$ cat src/hw/drta_pkg.sv
// package of constants for the debug discovery table and access block
package drta_pkg;

  // ********************************************************
  // address map
  // ********************************************************
  localparam logic [31:0] DRTA_PPB_LO = 32'he000_0000;
  localparam logic [31:0] DRTA_PPB_HI = 32'he010_0000;
  localparam logic [31:0] DRTA_ROM_BASE = 32'he00f_f000;
  localparam logic [31:0] DRTA_ROM_LAST = 32'he00f_fffc;
  localparam logic [31:0] DRTA_HCSR_ADDR = 32'he000_edf0;
  localparam logic [31:0] DRTA_CRDR_ADDR = 32'he000_edf8;
  localparam logic [31:0] DRTA_EMCR_ADDR = 32'he000_edfc;

  // ********************************************************
  // table offsets and entry values
  // ********************************************************
  localparam logic [11:0] DRTA_OFS_SCS = 12'h000;
  localparam logic [11:0] DRTA_OFS_WATCH = 12'h004;
  localparam logic [11:0] DRTA_OFS_BREAK = 12'h008;
  localparam logic [11:0] DRTA_OFS_END = 12'h00c;
  localparam logic [31:0] DRTA_ENT_SCS = 32'hfff0_f003;
  localparam logic [31:0] DRTA_ENT_WATCH = 32'hfff0_2002;
  localparam logic [31:0] DRTA_ENT_BREAK = 32'hfff0_3002;
  localparam logic [31:0] DRTA_ENT_END = 32'h0000_0000;
  localparam int DRTA_FMT_BIT = 1;
  localparam int DRTA_PRESENT_BIT = 0;

  // ********************************************************
  // control register fields and reset values
  // ********************************************************
  localparam logic [15:0] DRTA_HCSR_KEY = 16'ha05f;
  localparam int DRTA_HCSR_EN_BIT = 0;
  localparam int DRTA_HCSR_HALT_BIT = 1;
  localparam int DRTA_HCSR_SHALT_BIT = 17;
  localparam int DRTA_EMCR_WEN_BIT = 24;
  localparam logic [31:0] DRTA_RST_ZERO = 32'h0000_0000;

  // ********************************************************
  // access port answers
  // ********************************************************
  typedef enum logic [2:0] {
    DRTA_RESP_OKAY = 3'b001,
    DRTA_RESP_ERR = 3'b010,
    DRTA_RESP_FAULT = 3'b100
  } drta_resp_type;

endpackage

$ cat src/hw/drta_top.sv
// discovery table, debug region access checks and halt control
//
// Behaviour
// - only full word accesses; narrower ones get an error answer.
// - register data is always little-endian, regardless of core endianness; the code byte-swaps non-debug-port accesses when the core is big-endian.
// - region accesses complete one at a time in order, never merged.
// - unprivileged region accesses are blocked and raise the fatal fault.
// - unassigned region addresses have no function and read zero.
// - entry bits 31:12 hold a signed offset, bits 11:2 zero.
// - entry bit 1 reads one, marking the 32-bit format.
// - entry bit 0 marks a present component; others are null.
// - all offsets negative; an all-zero word ends the table.
// - offset 0x000 reads 0xfff0f003 for the system control space.
// - offset 0x004 reads watch entry, bit 0 set when fitted.
// - offset 0x008 reads break entry, bit 0 set when fitted.
// - offset 0x00c holds the zero terminator.
// - unused table words 0x010 to 0xffc read zero.
// - the table answers only debug access port requests.
// - the access port base register gives the table address.
// - halt request write halts; halted status bit then reads one.
// - debug port writes are accepted while software runs.
// - halt by register, external request, breakpoint or debug event.
// - core registers reachable from the debugger only while halted.
// - debug events halt only when halting debug enable is one.
`timescale 1ns/1ps

module drta_top
  import drta_pkg::*;
#(
  parameter bit WATCH_FITTED = 1'b1,
  parameter bit BREAK_FITTED = 1'b1
)(
  // clock and reset
  input wire logic clock_i,
  input wire logic reset_n_i,
  // access port request
  input wire logic req_valid_i,
  input wire logic req_write_i,
  input wire logic [31:0] req_addr_i,
  input wire logic [31:0] req_wdata_i,
  input wire logic [2:0] req_size_i,
  input wire logic req_from_dap_i,
  input wire logic req_priv_i,
  input wire logic core_big_endian_i,
  // access port answer
  output logic resp_valid_o,
  output logic [31:0] resp_rdata_o,
  output drta_pkg::drta_resp_type resp_code_o,
  output logic [31:0] ap_base_o,
  // core side
  input wire logic ext_debug_req_i,
  input wire logic break_instr_i,
  input wire logic debug_event_i,
  input wire logic [31:0] core_reg_rdata_i,
  output logic core_reg_we_o,
  output logic [31:0] core_reg_wdata_o,
  output logic fatal_fault_o,
  output logic halted_o,
  output logic halting_debug_enable_o,
  output logic watch_unit_enable_o
);

  // ********************************************************
  // decoding
  // ********************************************************
  function automatic logic in_range(input logic [31:0] a,
                                    input logic [31:0] lo,
                                    input logic [31:0] hi);
    in_range = (a >= lo) && (a <= hi);
  endfunction

  logic [31:0] ext_q;
  logic [31:0] ext_sync_q;
  logic ext_req;
  logic in_ppb;
  logic is_word;
  logic blocked;
  logic bad_size;
  logic in_rom;
  logic [11:0] rom_ofs;
  logic take;
  logic [31:0] rdata;
  logic [31:0] bus_wdata;
  logic halting_debug_enable_q;
  logic halted_q;
  logic watch_unit_enable_q;
  logic [31:0] core_reg_buf_q;

  assign in_ppb = (req_addr_i >= DRTA_PPB_LO) && (req_addr_i < DRTA_PPB_HI);
  assign is_word = (req_size_i == 3'h2) && (req_addr_i[1:0] == 2'h0);
  assign take = req_valid_i && in_ppb;
  assign blocked = take && !req_priv_i;
  assign bad_size = take && req_priv_i && !is_word;
  assign in_rom = in_range(req_addr_i, DRTA_ROM_BASE, DRTA_ROM_LAST)
                  && req_from_dap_i;
  assign rom_ofs = req_addr_i[11:0];
  assign ap_base_o = DRTA_ROM_BASE;
  // byte swap undone when core writes big-endian
  assign bus_wdata = (core_big_endian_i && !req_from_dap_i) ?
                     {<<8{req_wdata_i}} : req_wdata_i;

  // ********************************************************
  // read mux
  // ********************************************************
  always_comb
  begin
    rdata = DRTA_RST_ZERO;
    if (in_rom && rom_ofs == DRTA_OFS_SCS)
    begin
      rdata = DRTA_ENT_SCS;
    end
    else if (in_rom && rom_ofs == DRTA_OFS_WATCH)
    begin
      rdata = DRTA_ENT_WATCH | {31'h0, WATCH_FITTED};
    end
    else if (in_rom && rom_ofs == DRTA_OFS_BREAK)
    begin
      rdata = DRTA_ENT_BREAK | {31'h0, BREAK_FITTED};
    end
    else if (in_rom && rom_ofs == DRTA_OFS_END)
    begin
      rdata = DRTA_ENT_END;
    end
    else if (in_rom)
    begin
      rdata = DRTA_RST_ZERO;
    end
    else if (req_addr_i == DRTA_HCSR_ADDR)
    begin
      rdata = DRTA_RST_ZERO;
      rdata[DRTA_HCSR_EN_BIT] = halting_debug_enable_q;
      rdata[DRTA_HCSR_SHALT_BIT] = halted_q;
    end
    else if (req_addr_i == DRTA_EMCR_ADDR)
    begin
      rdata = DRTA_RST_ZERO;
      rdata[DRTA_EMCR_WEN_BIT] = watch_unit_enable_q;
    end
    else if (req_addr_i == DRTA_CRDR_ADDR && halted_q)
    begin
      rdata = core_reg_rdata_i;
    end
  end

  // ********************************************************
  // answer, one access at a time
  // ********************************************************
  always_ff @(posedge clock_i or negedge reset_n_i)
  begin
    if (!reset_n_i)
    begin
      resp_valid_o <= 1'b0;
      resp_rdata_o <= DRTA_RST_ZERO;
      resp_code_o <= DRTA_RESP_OKAY;
      fatal_fault_o <= 1'b0;
    end
    else
    begin
      resp_valid_o <= take;
      fatal_fault_o <= blocked;
      resp_rdata_o <= DRTA_RST_ZERO;
      resp_code_o <= DRTA_RESP_OKAY;
      if (blocked)
      begin
        resp_code_o <= DRTA_RESP_FAULT;
      end
      else if (bad_size)
      begin
        resp_code_o <= DRTA_RESP_ERR;
      end
      else if (take && !req_write_i)
      begin
        resp_rdata_o <= (core_big_endian_i && !req_from_dap_i) ?
                        {<<8{rdata}} : rdata;
      end
    end
  end

  // ********************************************************
  // halt control
  // ********************************************************
  logic wr_ok;
  logic wr_hcsr;
  logic wr_emcr;
  assign wr_ok = take && req_write_i && req_priv_i && is_word;
  assign wr_hcsr = wr_ok && req_addr_i == DRTA_HCSR_ADDR
                   && bus_wdata[31:16] == DRTA_HCSR_KEY;
  assign wr_emcr = wr_ok && req_addr_i == DRTA_EMCR_ADDR;

  always_ff @(posedge clock_i or negedge reset_n_i)
  begin
    if (!reset_n_i)
    begin
      ext_q <= DRTA_RST_ZERO;
      ext_sync_q <= DRTA_RST_ZERO;
    end
    else
    begin
      ext_q <= {31'h0, ext_debug_req_i};
      ext_sync_q <= ext_q;
    end
  end
  assign ext_req = ext_sync_q[0];

  always_ff @(posedge clock_i or negedge reset_n_i)
  begin
    if (!reset_n_i)
    begin
      halting_debug_enable_q <= 1'b0;
      watch_unit_enable_q <= 1'b0;
    end
    else
    begin
      if (wr_hcsr)
      begin
        halting_debug_enable_q <= bus_wdata[DRTA_HCSR_EN_BIT];
      end
      if (wr_emcr)
      begin
        watch_unit_enable_q <= bus_wdata[DRTA_EMCR_WEN_BIT];
      end
    end
  end

  always_ff @(posedge clock_i or negedge reset_n_i)
  begin
    if (!reset_n_i)
    begin
      halted_q <= 1'b0;
    end
    else if (!halting_debug_enable_q)
    begin
      halted_q <= 1'b0;
    end
    else if ((wr_hcsr && bus_wdata[DRTA_HCSR_HALT_BIT]) || ext_req
             || break_instr_i || debug_event_i)
    begin
      halted_q <= 1'b1;
    end
    else if (wr_hcsr && halted_q && bus_wdata[DRTA_HCSR_EN_BIT])
    begin
      halted_q <= 1'b0;
    end
  end

  always_ff @(posedge clock_i or negedge reset_n_i)
  begin
    if (!reset_n_i)
    begin
      core_reg_we_o <= 1'b0;
      core_reg_buf_q <= DRTA_RST_ZERO;
    end
    else
    begin
      core_reg_we_o <= wr_ok && req_addr_i == DRTA_CRDR_ADDR
                       && halted_q;
      if (wr_ok && req_addr_i == DRTA_CRDR_ADDR)
      begin
        core_reg_buf_q <= bus_wdata;
      end
    end
  end

  assign core_reg_wdata_o = core_reg_buf_q;
  assign halted_o = halted_q;
  assign halting_debug_enable_o = halting_debug_enable_q;
  assign watch_unit_enable_o = watch_unit_enable_q;

  // ********************************************************
  // checks
  // ********************************************************
  property p_fault;
    @(posedge clock_i) disable iff (!reset_n_i)
    (req_valid_i && in_ppb && !req_priv_i) |=> fatal_fault_o
      && resp_code_o == DRTA_RESP_FAULT;
  endproperty
  a_fault: assert property (p_fault) else $error("no fault");

  property p_size;
    @(posedge clock_i) disable iff (!reset_n_i)
    (take && req_priv_i && !is_word) |=> resp_code_o == DRTA_RESP_ERR;
  endproperty
  a_size: assert property (p_size) else $error("narrow ok");

  property p_scs;
    @(posedge clock_i) disable iff (!reset_n_i)
    (take && req_priv_i && is_word && !req_write_i && req_from_dap_i
     && req_addr_i == DRTA_ROM_BASE)
    |=> resp_rdata_o == DRTA_ENT_SCS;
  endproperty
  a_scs: assert property (p_scs) else $error("bad scs entry");

  property p_end;
    @(posedge clock_i) disable iff (!reset_n_i)
    (take && req_priv_i && is_word && !req_write_i && req_from_dap_i
     && req_addr_i == DRTA_ROM_BASE + 32'hc)
    |=> resp_rdata_o == DRTA_RST_ZERO;
  endproperty
  a_end: assert property (p_end) else $error("no terminator");

  property p_resp;
    @(posedge clock_i) disable iff (!reset_n_i)
    take |=> resp_valid_o;
  endproperty
  a_resp: assert property (p_resp) else $error("no answer");

  property p_gate;
    @(posedge clock_i) disable iff (!reset_n_i)
    !halting_debug_enable_q |=> !halted_q;
  endproperty
  a_gate: assert property (p_gate) else $error("halt w/o en");

  property p_halt;
    @(posedge clock_i) disable iff (!reset_n_i)
    (halting_debug_enable_q && (break_instr_i || debug_event_i)
     && !(wr_hcsr && !bus_wdata[DRTA_HCSR_EN_BIT])) |=> halted_o;
  endproperty
  a_halt: assert property (p_halt) else $error("no halt");

  property p_core;
    @(posedge clock_i) disable iff (!reset_n_i)
    core_reg_we_o |-> $past(halted_q);
  endproperty
  a_core: assert property (p_core) else $error("core wr running");

  c_halt: cover property (@(posedge clock_i) $rose(halted_q));
  c_fault: cover property (@(posedge clock_i) fatal_fault_o);
  c_core: cover property (@(posedge clock_i) core_reg_we_o);

endmodule // drta_top

$ cat config.mk
export PLATFORM = sky130hd
export DESIGN_NAME = drta_top
export DESIGN_NICKNAME = d
export VERILOG_FILES = /design/src/hw/drta_pkg.sv /design/src/hw/drta_top.sv
export SDC_FILE = /design/constraint.sdc
export NUM_CORES = 1
export LEC_CHECK = 0
export BUFFER_PORTS_ARGS = -buffer_cell sky130_fd_sc_hd__buf_2
export CAP_MARGIN = 15
export CELL_PAD_IN_SITES_DETAIL_PLACEMENT = 0
export CELL_PAD_IN_SITES_GLOBAL_PLACEMENT = 1
export CORE_ASPECT_RATIO = 1.2
export CORE_MARGIN = 1.5
export CORE_UTILIZATION = 35
export DETAILED_ROUTE_END_ITERATION = 10
export MAX_ROUTING_LAYER = met4
export PLACE_DENSITY_LB_ADDON = 0.1
export SYNTH_ARGS = -nofsm -noshare
export SYNTH_HDL_FRONTEND = slang
export SYNTH_SLANG_ARGS = --single-unit
$ cat constraint.sdc
create_clock -name clock_i -period 4.76 [get_ports clock_i]
set_clock_uncertainty 0.15 [all_clocks]
set_input_delay 0.238 -clock clock_i [delete_from_list [all_inputs] [get_ports clock_i]]
set_output_delay 0.238 -clock clock_i [all_outputs]
set_load 0.01 [all_outputs]
---- After elaboration in Yosys (flattened, before gate mapping) ----
Cells that the tools add are included.
cells by class
  add/sub/neg operators ................... 0
  multipliers ............................. 0
  divide/modulo/power cells ............... 0
  $lt $le $gt $ge ......................... 4
  eq/ne operators ......................... 9
  shifts and indexed selects .............. 0
  multiplexer cells ....................... 18
  bitwise operators ....................... 0
  reduce and logical (&&, ||, !) cells .... 35
operator list
  cell                    count
  $mux W32                13
  $eq A32 B32 Y1 const B  3
  $ge A32 B32 Y1 const B  2
  $le A32 B32 Y1 const B  1
  $lt A32 B32 Y1 const B  1
  $logic_and A1 B1 Y1     26
  $eq A12 B4 Y1 const B   2
  $eq A16 B16 Y1 const B  1
  $eq A12 B3 Y1 const B   1
  $logic_not A12 Y1       1
  $logic_not A1 Y1        4
  $eq A3 B2 Y1 const B    1
  $logic_or A1 B1 Y1      3
  $mux W1                 3
  $mux W3                 1
  $ne A3 B1 Y1 const B    1
  $logic_not A2 Y1        1
  $mux W2                 1
word-level totals
  bits in registers ....................... 75
  bits in latches ......................... 0
  bits in writable memories ............... 0
  ROM bits ................................ 0
  input bits .............................. 109
  word-level logic and storage cells ...... 77
  memories kept ........................... 0

---- Longest topological paths before layout ----
Gate-level depths: netlist (run 1).
  word-level depth ........................ 14
  mapped depth ............................ 7
  depth with buffers taken out ............ 5

---- Worst setup path before layout (run 1) ----
No wires, ideal clock.
  path type ............................... input port to flip-flop
  from .................................... in req_addr_i[27]
  to ...................................... reg core_reg_buf_q[24], in the netlist core_reg_wdata_o[24]
  setup time .............................. 0.125 ns
  arrival ................................. 2.400 ns
  data required time ...................... 4.485 ns
  path slack .............................. 2.084 ns
  stages .................................. 7
  buffers on the path ..................... 2
  cells stage by stage .................... or4_4 -> or4_4 -> or2_2 -> or2_1 -> buf_2 -> buf_6 -> mux2_4
between the ends
  word-level cells in the longest chain between the ends .. 7
  elaborated cells on any way between the ends .. 9
ends and longest elaborated chain
  element                                           line             source
  start: declaration                                drta_top.sv:39   input wire logic [31:0] req_addr_i,
  $ge A32 B32 Y1 or $lt A32 B32 Y1 (tied branches)  drta_top.sv:89   assign in_ppb = (req_addr_i >= DRTA_PPB_LO) && (req_addr_i < DRTA_PPB_HI);
  $logic_and A1 B1 Y1                               drta_top.sv:89
  $logic_and A1 B1 Y1                               drta_top.sv:91   assign take = req_valid_i && in_ppb;
  $logic_and A1 B1 Y1 (3 in a row)                  drta_top.sv:185  assign wr_ok = take && req_write_i && req_priv_i && is_word;
  $logic_and A1 B1 Y1 (*)                           drta_top.sv:257  if (wr_ok && req_addr_i == DRTA_CRDR_ADDR)
  end signal: assignment                            drta_top.sv:259  core_reg_buf_q <= bus_wdata;
  end: declaration                                  drta_top.sv:87   logic [31:0] core_reg_buf_q;
Every way passes the cells marked *; elsewhere a longest branch is shown, timed or not.
A chain may end at the register's enable or synchronous reset.

---- Worst setup path after layout (run 1) ----
  from .................................... in req_addr_i[27]
  to ...................................... reg resp_rdata_o[16]
between the ends
  word-level cells in the longest chain between the ends .. 14
  elaborated cells on any way between the ends .. 32
ends and longest elaborated chain
  element                                                                  line             source
  parallel branches: the longest is 13 deep, another holds $ge A32 B32 Y1  --
  $mux W32 (*)                                                             drta_top.sv:163  if (blocked)
  end signal: assignment                                                   drta_top.sv:173  resp_rdata_o <= (core_big_endian_i && !req_from_dap_i) ?
  end: declaration                                                         drta_top.sv:47   output logic [31:0] resp_rdata_o,
Mark *: on every way between the ends.

==> results of run 1 <==
## cell families (layout without fill, tap and decap cells)
| family | count (synthesis) | count (layout) |
|---|---|---|
| flops | 74 | 74 |
| mux | 34 | 34 |
| other cells | 2 | 32 |
| buf+inv | 68 | 218 |
| compound gates | 117 | 117 |
| simple gates | 135 | 135 |
## cell usage after synthesis (2+ instances only)
master	instances	area, sq um
buf_2	2	10.0
or4_4	3	33.8
nor3_1	8	40.0
mux2i_1	29	290
o21a_1	2	15.0
nor4_1	4	25.0
nand2_1	71	267
o21ai_0	50	250
nand4_1	8	50.1
a21oi_2	10	87.6
nand4b_1	4	35.0
buf_1	2	7.51
nor2_1	8	30.0
o21ai_1	10	50.1
buf_6	2	22.5
buf_4	33	248
clkbuf_1	22	82.6
o211a_1	2	20.0
nand3_1	6	30.0
a21o_1	15	113
or4_1	3	22.5
mux2_2	4	45.0
conb_1	2	7.51
dfrtp_1	73	1830
and4_1	3	26.3
nand2b_1	2	12.5
o2111ai_1	2	17.5
nor4b_1	4	35.0
a21oi_1	20	100
inv_1	7	26.3
## state kept, by name (all words and copies together), names as in the netlist
register and cells:
resp_valid_o 1, ext_q 1, watch_unit_enable_o 1, halted_o 1
resp_rdata_o 32, resp_code_o 2, core_reg_wdata_o 32, ext_sync_q 1
halting_debug_enable_o 1, fatal_fault_o 1, core_reg_we_o 1
## timing repair
item | 4_1_cts | 5_1_grt
hold buffers | 10 | 0
endpoints found under the setup margin | 0 | 0
endpoints found under the hold margin | 81 | 0
gates resized for setup | 0 | 0
## final timing paths
path,from,endpoint
setup / recovery,req_addr_i[27],resp_rdata_o[16]
min in group asynchronous,reset_n_i,resp_rdata_o[18]
max in group asynchronous,reset_n_i,core_reg_wdata_o[1]
hold reg to reg,ext_q[0],ext_sync_q[0]
hold / removal,core_reg_rdata_i[29],resp_rdata_o[5]
setup reg to reg,halted_o,resp_rdata_o[16]
## cell usage in the layout, fill, tap and decap left out, types with 4 or more instances in the layout
cell type,n
a21oi_2,10
a21o_1,15
mux2_2,4
nand4_1,8
clkbuf_16,9
dfrtp_1,73
o21ai_1,10
nor3_1,8
conb_1,32
nand4b_1,4
nand2_1,71
mux2i_1,29
buf_4,5
a21oi_1,20
nor4_1,4
o21ai_0,50
nand3_1,6
dlygate4sd3_1,10
nor2_1,8
inv_1,7
buf_2,180
nor4b_1,4
## layout make-up
class                           count  area (sq um)  area share (%)
Tap cell                          154           193            3.62
Timing Repair Buffer              195          1040            19.5
Inverter                            7          26.3           0.494
Clock buffer                       12           256            4.82
Clock inverter                      4          73.8            1.39
Multi-Input combinational cell    318          1880            35.3
Sequential cell                    74          1850            34.9
## worst register-to-register path: stages, from the launching register on
cell and delay, ns:
dfrtp_1 0.50, inv_1 0.07, or3_4 0.50, a21oi_1 0.15
dlygate4sd3_1 0.56
## per-stage QoR
stage	setup WS (ns)	area, sq um	hold WS, ns
after CTS	1.52	5320	0.000203
after floorplan	2.08	4120	-0.208
after global placement	1.32	4890	0.189
after global routing	1.40	5320	0.0155
after detailed placement	1.33	4890	0.193
final	1.49	5320	0.0131
## report_power, final
| part | switching (mW) | internal [mW] |
|---|---|---|
| registers | 0.000194 | 0.630 |
| clock network | 0.258 | 0.488 |
| logic | 0.0878 | 0.0614 |
## layer usage
layer  GRT usage, %  up-vias  part of all wire, %
met1           25.5     1805                   43
met5              -        -                    0
li1               -     1796                    -
met3           3.20       16                  5.2
met4           6.95        0                  1.8
met2           32.4      142                   50
==> metrics.txt, run 1 <==
status finished clean; Tcrit/Tclk final about two thirds; synth warn 0; TritonCTS clock tree done; Crit Path Max Fanout 17; Post-CTS Repair Setup Buffers 0; CTS sink cnt 74; Worst EP required 4.88 ns; clk_lat worst skew roughly 0.33 ns; MaxCap Viol Count 0; worst-path cell chain buf_2 -> or4_4 -> or4_4 -> or3_1 -> or3_4 -> a21oi_1 -> dlygate4sd3_1; Slew HR roughly 28%; largest net degree at the start of global routing 75; Worst-path clk slew 0.06 ns; RSZ-0062 raised after global routing false; final core occ between 40% and 50%; post-route minimum period around 3.3 ns; initial antenna violation count 0; core area approximately 11000 sq um; Fin Setup TNS 0 ns; IO buf count between 150 and 200; WP buf/inv 2; Peak VDD IR approximately 0.00016 V; Worst Setup Path Type in2reg; die area roughly 12000 sq um; cts bufs inserted 9; Register-to-Register Path Depth 4; Placed Cells 738; Seq/Total Area, Yosys a little under half; die width between 100 and 150 um; ys flop type dfrtp_1; fillcell total between 1000 and 1500; worst-margin pin slew roughly 1.1 ns; Synth Instances 430; layout cells sized above 1 a little under two fifths; CP endpoint kind flip-flop; grt ovf 0; fin nets a little over 700; Detail Route Antenna Nets 0; final hold vios 0; crit-path max cell delay approximately 0.64 ns; via count ~3800; clk buf depth 2; critical path's slowest cell or3_1; adder-cell area share of the yosys netlist 0%; area delta synth->final 32.8%; LEAKAGE ~2.8 nW; DR vias/cell 4.92; CP arrival 3.38 ns; CP Depth 7; floorplan die height 120 um; Compound-Gate Fraction of Synth Area 17.5%; total global routing track utilization around 20%; Min-Delay Path Depth 3; Worst Hold Class in2reg; Post-DP HPWL 8390 um; delay-heaviest family, CP simple AND/OR/NAND/NOR gates; xor-xnor portion of the synthesized cell area 0%; I/O pin count 214; total power approximately 1.5 mW; drt first pass iters 4; Iteration-0 DRC Markers roughly 170; FMAX ~310 MHz; final setup vio count 0; Non-Filler Instances about 760; RePlAce Congestion around 0.80; Starting Density roughly 36%; antenna cells 0; routed wire length approximately 12000 um; routed len/inst around 15 um; max-slew violation count 0; Syn Std Cell Area around 4000 sq um; EDFF count, synth 0; Post-Synth Simple-Gate Area 17.3%; Worst R2R Setup Slack ~2.8 ns; first-pass GRT wire length approximately 18000 um; count of state elements after synthesis 74; main combinational cell family by area after synthesis compound AO/OA/AOI/OAI gates; Critical Path Source Type input port; CTS root buf clkbuf_16; multiplexer area fraction after synthesis ~8.8%; vias in the first global route 3632; drt drc 0; H-tree depth 3; CP dominant cell by count or4_4; syn avg cell area 9.31 sq um; Core Rows 42; asr flop ratio synth 100%; P per Cell Area ~290 nW/um^2; post-synthesis cell type count a little under 50
Note: power is estimated with default switching activity, not from simulation.
==> inputs of run 2 (changes only) <==
- ABC_AREA: default -> 1
- CORE_UTILIZATION: 35 -> 32
- clock period: 4.76 -> 3.3 ns (I/O delays scaled with it)
==> run 2 against run 1 <==
Highest routed layer unchanged. Setup slack got worse by 0.82 ns. First-iteration DRC count rose by 41%. Via count up 18%. Largest cell class unchanged. Power up 42%. Cell count rose by 28%. Non-clock buffer count grew 3. Sequential share of layout area decreased by 2.8 points. Sequential power is 44% higher. Synthesized cell count increased by 45%.
==> metrics.txt, run 2 <==
status finished clean; RSZ-0062 raised after global routing false; worst reg2reg startpoint halted_o; Peak VDD IR 0.000213 V (+30%); syn avg cell area 7.17 sq um (-23%); final hold vios 0 (unchanged); Critical Path Source Type input port; Worst Hold Class in2reg; P per Cell Area 375 nW/um^2 (+31%); CTS root buf clkbuf_16; Iteration-0 DRC Markers 238 (+41%); count of state elements after synthesis 74 (unchanged); xor-xnor portion of the synthesized cell area 0% (unchanged); Syn Std Cell Area 4480 sq um (+12%); Worst R2R End resp_rdata_o[7]; main combinational cell family by area after synthesis simple AND/OR/NAND/NOR gates; initial antenna violation count 0 (unchanged); Worst Setup Path Type in2reg; Post-DP HPWL 9560 um (+14%); DR vias/cell 4.53 (-7.8%); routed wire length 13000 um (+11%); Detail Route Antenna Nets 0 (unchanged); worst-margin pin slew 0.974 ns (-0.104 ns); most frequent cells after synthesis nand2_1, nor2_1, inv_1, dfrtp_1, nand3_1; CP endpoint kind flip-flop; Slew HR 35.1% (+7.0 points); max-slew violation count 0 (unchanged); vias in the first global route 4344 (+20%); die width 111 um (+10%); adder-cell area share of the yosys netlist 0% (unchanged); ys flop type dfrtp_1; most frequent cells in the layout buf_2, nand2_1, nor2_1; fillcell total 1501 (+30%); fin nets 912 (+28%); Min-Delay Path Depth 3 (unchanged); total global routing track utilization 18.4% (-1.6 points); WHS Endpoint core_reg_wdata_o[11]; Register-to-Register Path Depth 6 (+2); total power 2.17 mW (+42%); Fin Setup TNS 0 ns (unchanged); final setup margin 0.672 ns (-0.821 ns); post-route minimum period approximately 2.6 ns; area leader, netlist dfrtp_1; Core Rows 47 (+12%); area delta synth->final 29.3%; clk buf depth 2 (unchanged); MaxCap Viol Count 0 (unchanged); IO buf count 181 (unchanged); pre-CTS setup slack 0.908 ns (-0.427 ns); FMAX 380 MHz; Post-Synth Simple-Gate Area 31.1% (+14 points); TritonCTS clock tree done; drt first pass iters 5 (+1); routed len/inst 13.3 um (-14%); CP arrival 2.75 ns (-0.63 ns); I/O pin count 214 (unchanged); LEAKAGE 3.46 nW (+23%); multiplexer area fraction after synthesis 1.79% (-7.0 points); count leader, synth nand2_1; clk_lat worst skew 0.34 ns (about the same); layout cells sized above 1 27.8% (-9.1 points); asr flop ratio synth 100% (unchanged); EDFF count, synth 0 (unchanged); Crit Path Max Fanout 18 (+1); Non-Filler Instances 978 (+28%); Synth Instances 624 (+45%); Worst EP required 3.42 ns (-1.46 ns); CTS sink cnt 74 (unchanged); die area 14700 sq um (+22%); Seq/Total Area, Yosys 41.4% (-4.9 points); via count 4435 (+18%); Placed Cells 949 (+29%); CTS-repair resized insts 0 (unchanged); floorplan die height 133 um (+10%); Worst-path clk slew 0.06 ns (about the same); Compound-Gate Fraction of Synth Area 9.92% (-7.6 points); H-tree depth 3 (unchanged); Starting Density 32.7% (-3.4 points); final setup vio count 0 (unchanged); drt drc 0 (unchanged); ranking of synthesized cells by area dfrtp_1, nand2_1, nor2_1; largest net degree at the start of global routing 75 (unchanged); core area 13700 sq um (+24%); most common cell after layout, fill and taps aside buf_2; Worst R2R Setup Slack 1.69 ns (-1.08 ns); post-synth top area share 40.8% (-4.8 points); antenna cells 0 (unchanged); grt ovf 0 (unchanged); synth warn 0 (unchanged); Hold Path Origin req_wdata_i[19]; first-pass GRT wire length 21100 um (+16%); cts bufs inserted 9 (unchanged); Tcrit/Tclk final 79.6%; RePlAce Congestion 0.763 (-4.2%); post-synthesis cell type count 34 (-31%)
run 2: cell types whose count changed after synthesis, moves of 6 or more:
| cell | before | now |
|---|---|---|
| buf_2 | 2 | 12 |
| clkbuf_1 | 22 | 7 |
| inv_1 | 7 | 75 |
| nor2_1 | 8 | 78 |
| nand4_1 | 8 | 2 |
| mux2i_1 | 29 | 8 |
| nand2_1 | 71 | 155 |
| a21o_1 | 15 | 0 |
| nand3_1 | 6 | 49 |
| a21oi_1 | 20 | 2 |
| o21ai_1 | 10 | 32 |
| a21oi_2 | 10 | 1 |
run 2: cell families (layout without fill, tap and decap cells):
kind of cell	after synthesis	count (layout)
other cells	2	32
simple gates	314	314
compound gates	86	86
flops	74	74
mux	8	8
buf+inv	140	293
run 2: repair_timing:
action                                  4_1_cts  5_1_grt
endpoints found under the hold margin        81        0
hold buffers                                 14        0
endpoints found under the setup margin        0        0
buffers inserted                              0        0
run 2: how the worst max path moves through the flow:
stage          cells after the start  slack, ns           start               end
2_1_floorplan                     12       1.78  req_addr_i[25]   resp_rdata_o[2]
3_3_place_gp                      11       1.06  req_from_dap_i          halted_o
4_1_cts                            9       0.64     req_valid_i  resp_rdata_o[19]
3_5_place_dp                      10       0.91  req_addr_i[25]  resp_rdata_o[20]
6_report                           9       0.67     req_valid_i  resp_rdata_o[19]
5_1_grt                           10       0.50     req_valid_i  resp_rdata_o[27]
run 2: cell type report:
class,instances,area [sq um],share of cell area [%]
sequential,74,1850,32.0
timing repair buffer,198,1070,18.5
tap,171,214,3.70
clock inverter,2,35.0,0.605
multi-input combinational,440,2040,35.3
inverter,80,300,5.19
clock buffer,13,270,4.67
run 2: per-stage QoR:
step / cell area (sq um) / hold slack (ns) / util [%]
6_report: 5790 / 0.00834 / 42.2
5_1_grt: 5790 / 0.0216 / 42.2
4_1_cts: 5790 / 0.00384 / 42.2
3_5_place_dp: 5340 / 0.124 / 39.0
3_3_place_gp: 5340 / 0.126 / 39.0
2_1_floorplan: 4590 / -0.281 / -
run 2: per-layer routing:
metal | share of wire [%] | GRT usage (%) | vias to the layer above
met4 | 1.4 | 4.91 | 0
met1 | 42 | 21.4 | 2016
li1 | - | - | 2241
met3 | 5.6 | 4.35 | 14
met2 | 51 | 31.9 | 164
met5 | 0 | - | -
run 2: critical path, cell delays in order:
cell           delay, ns
dlygate4sd3_1       0.53
buf_2               0.10
nand3_1             0.08
dlygate4sd3_1       0.58
nor2_2              0.15
nand2_1             0.12
nor3_4              0.50
buf_4               0.34
and3_1              0.19
run 2: power breakdown:
group / internal (mW) / switching, mW
Combinational: 0.0992 / 0.152
Clock: 0.642 / 0.368
Sequential: 0.909 / 0.000353
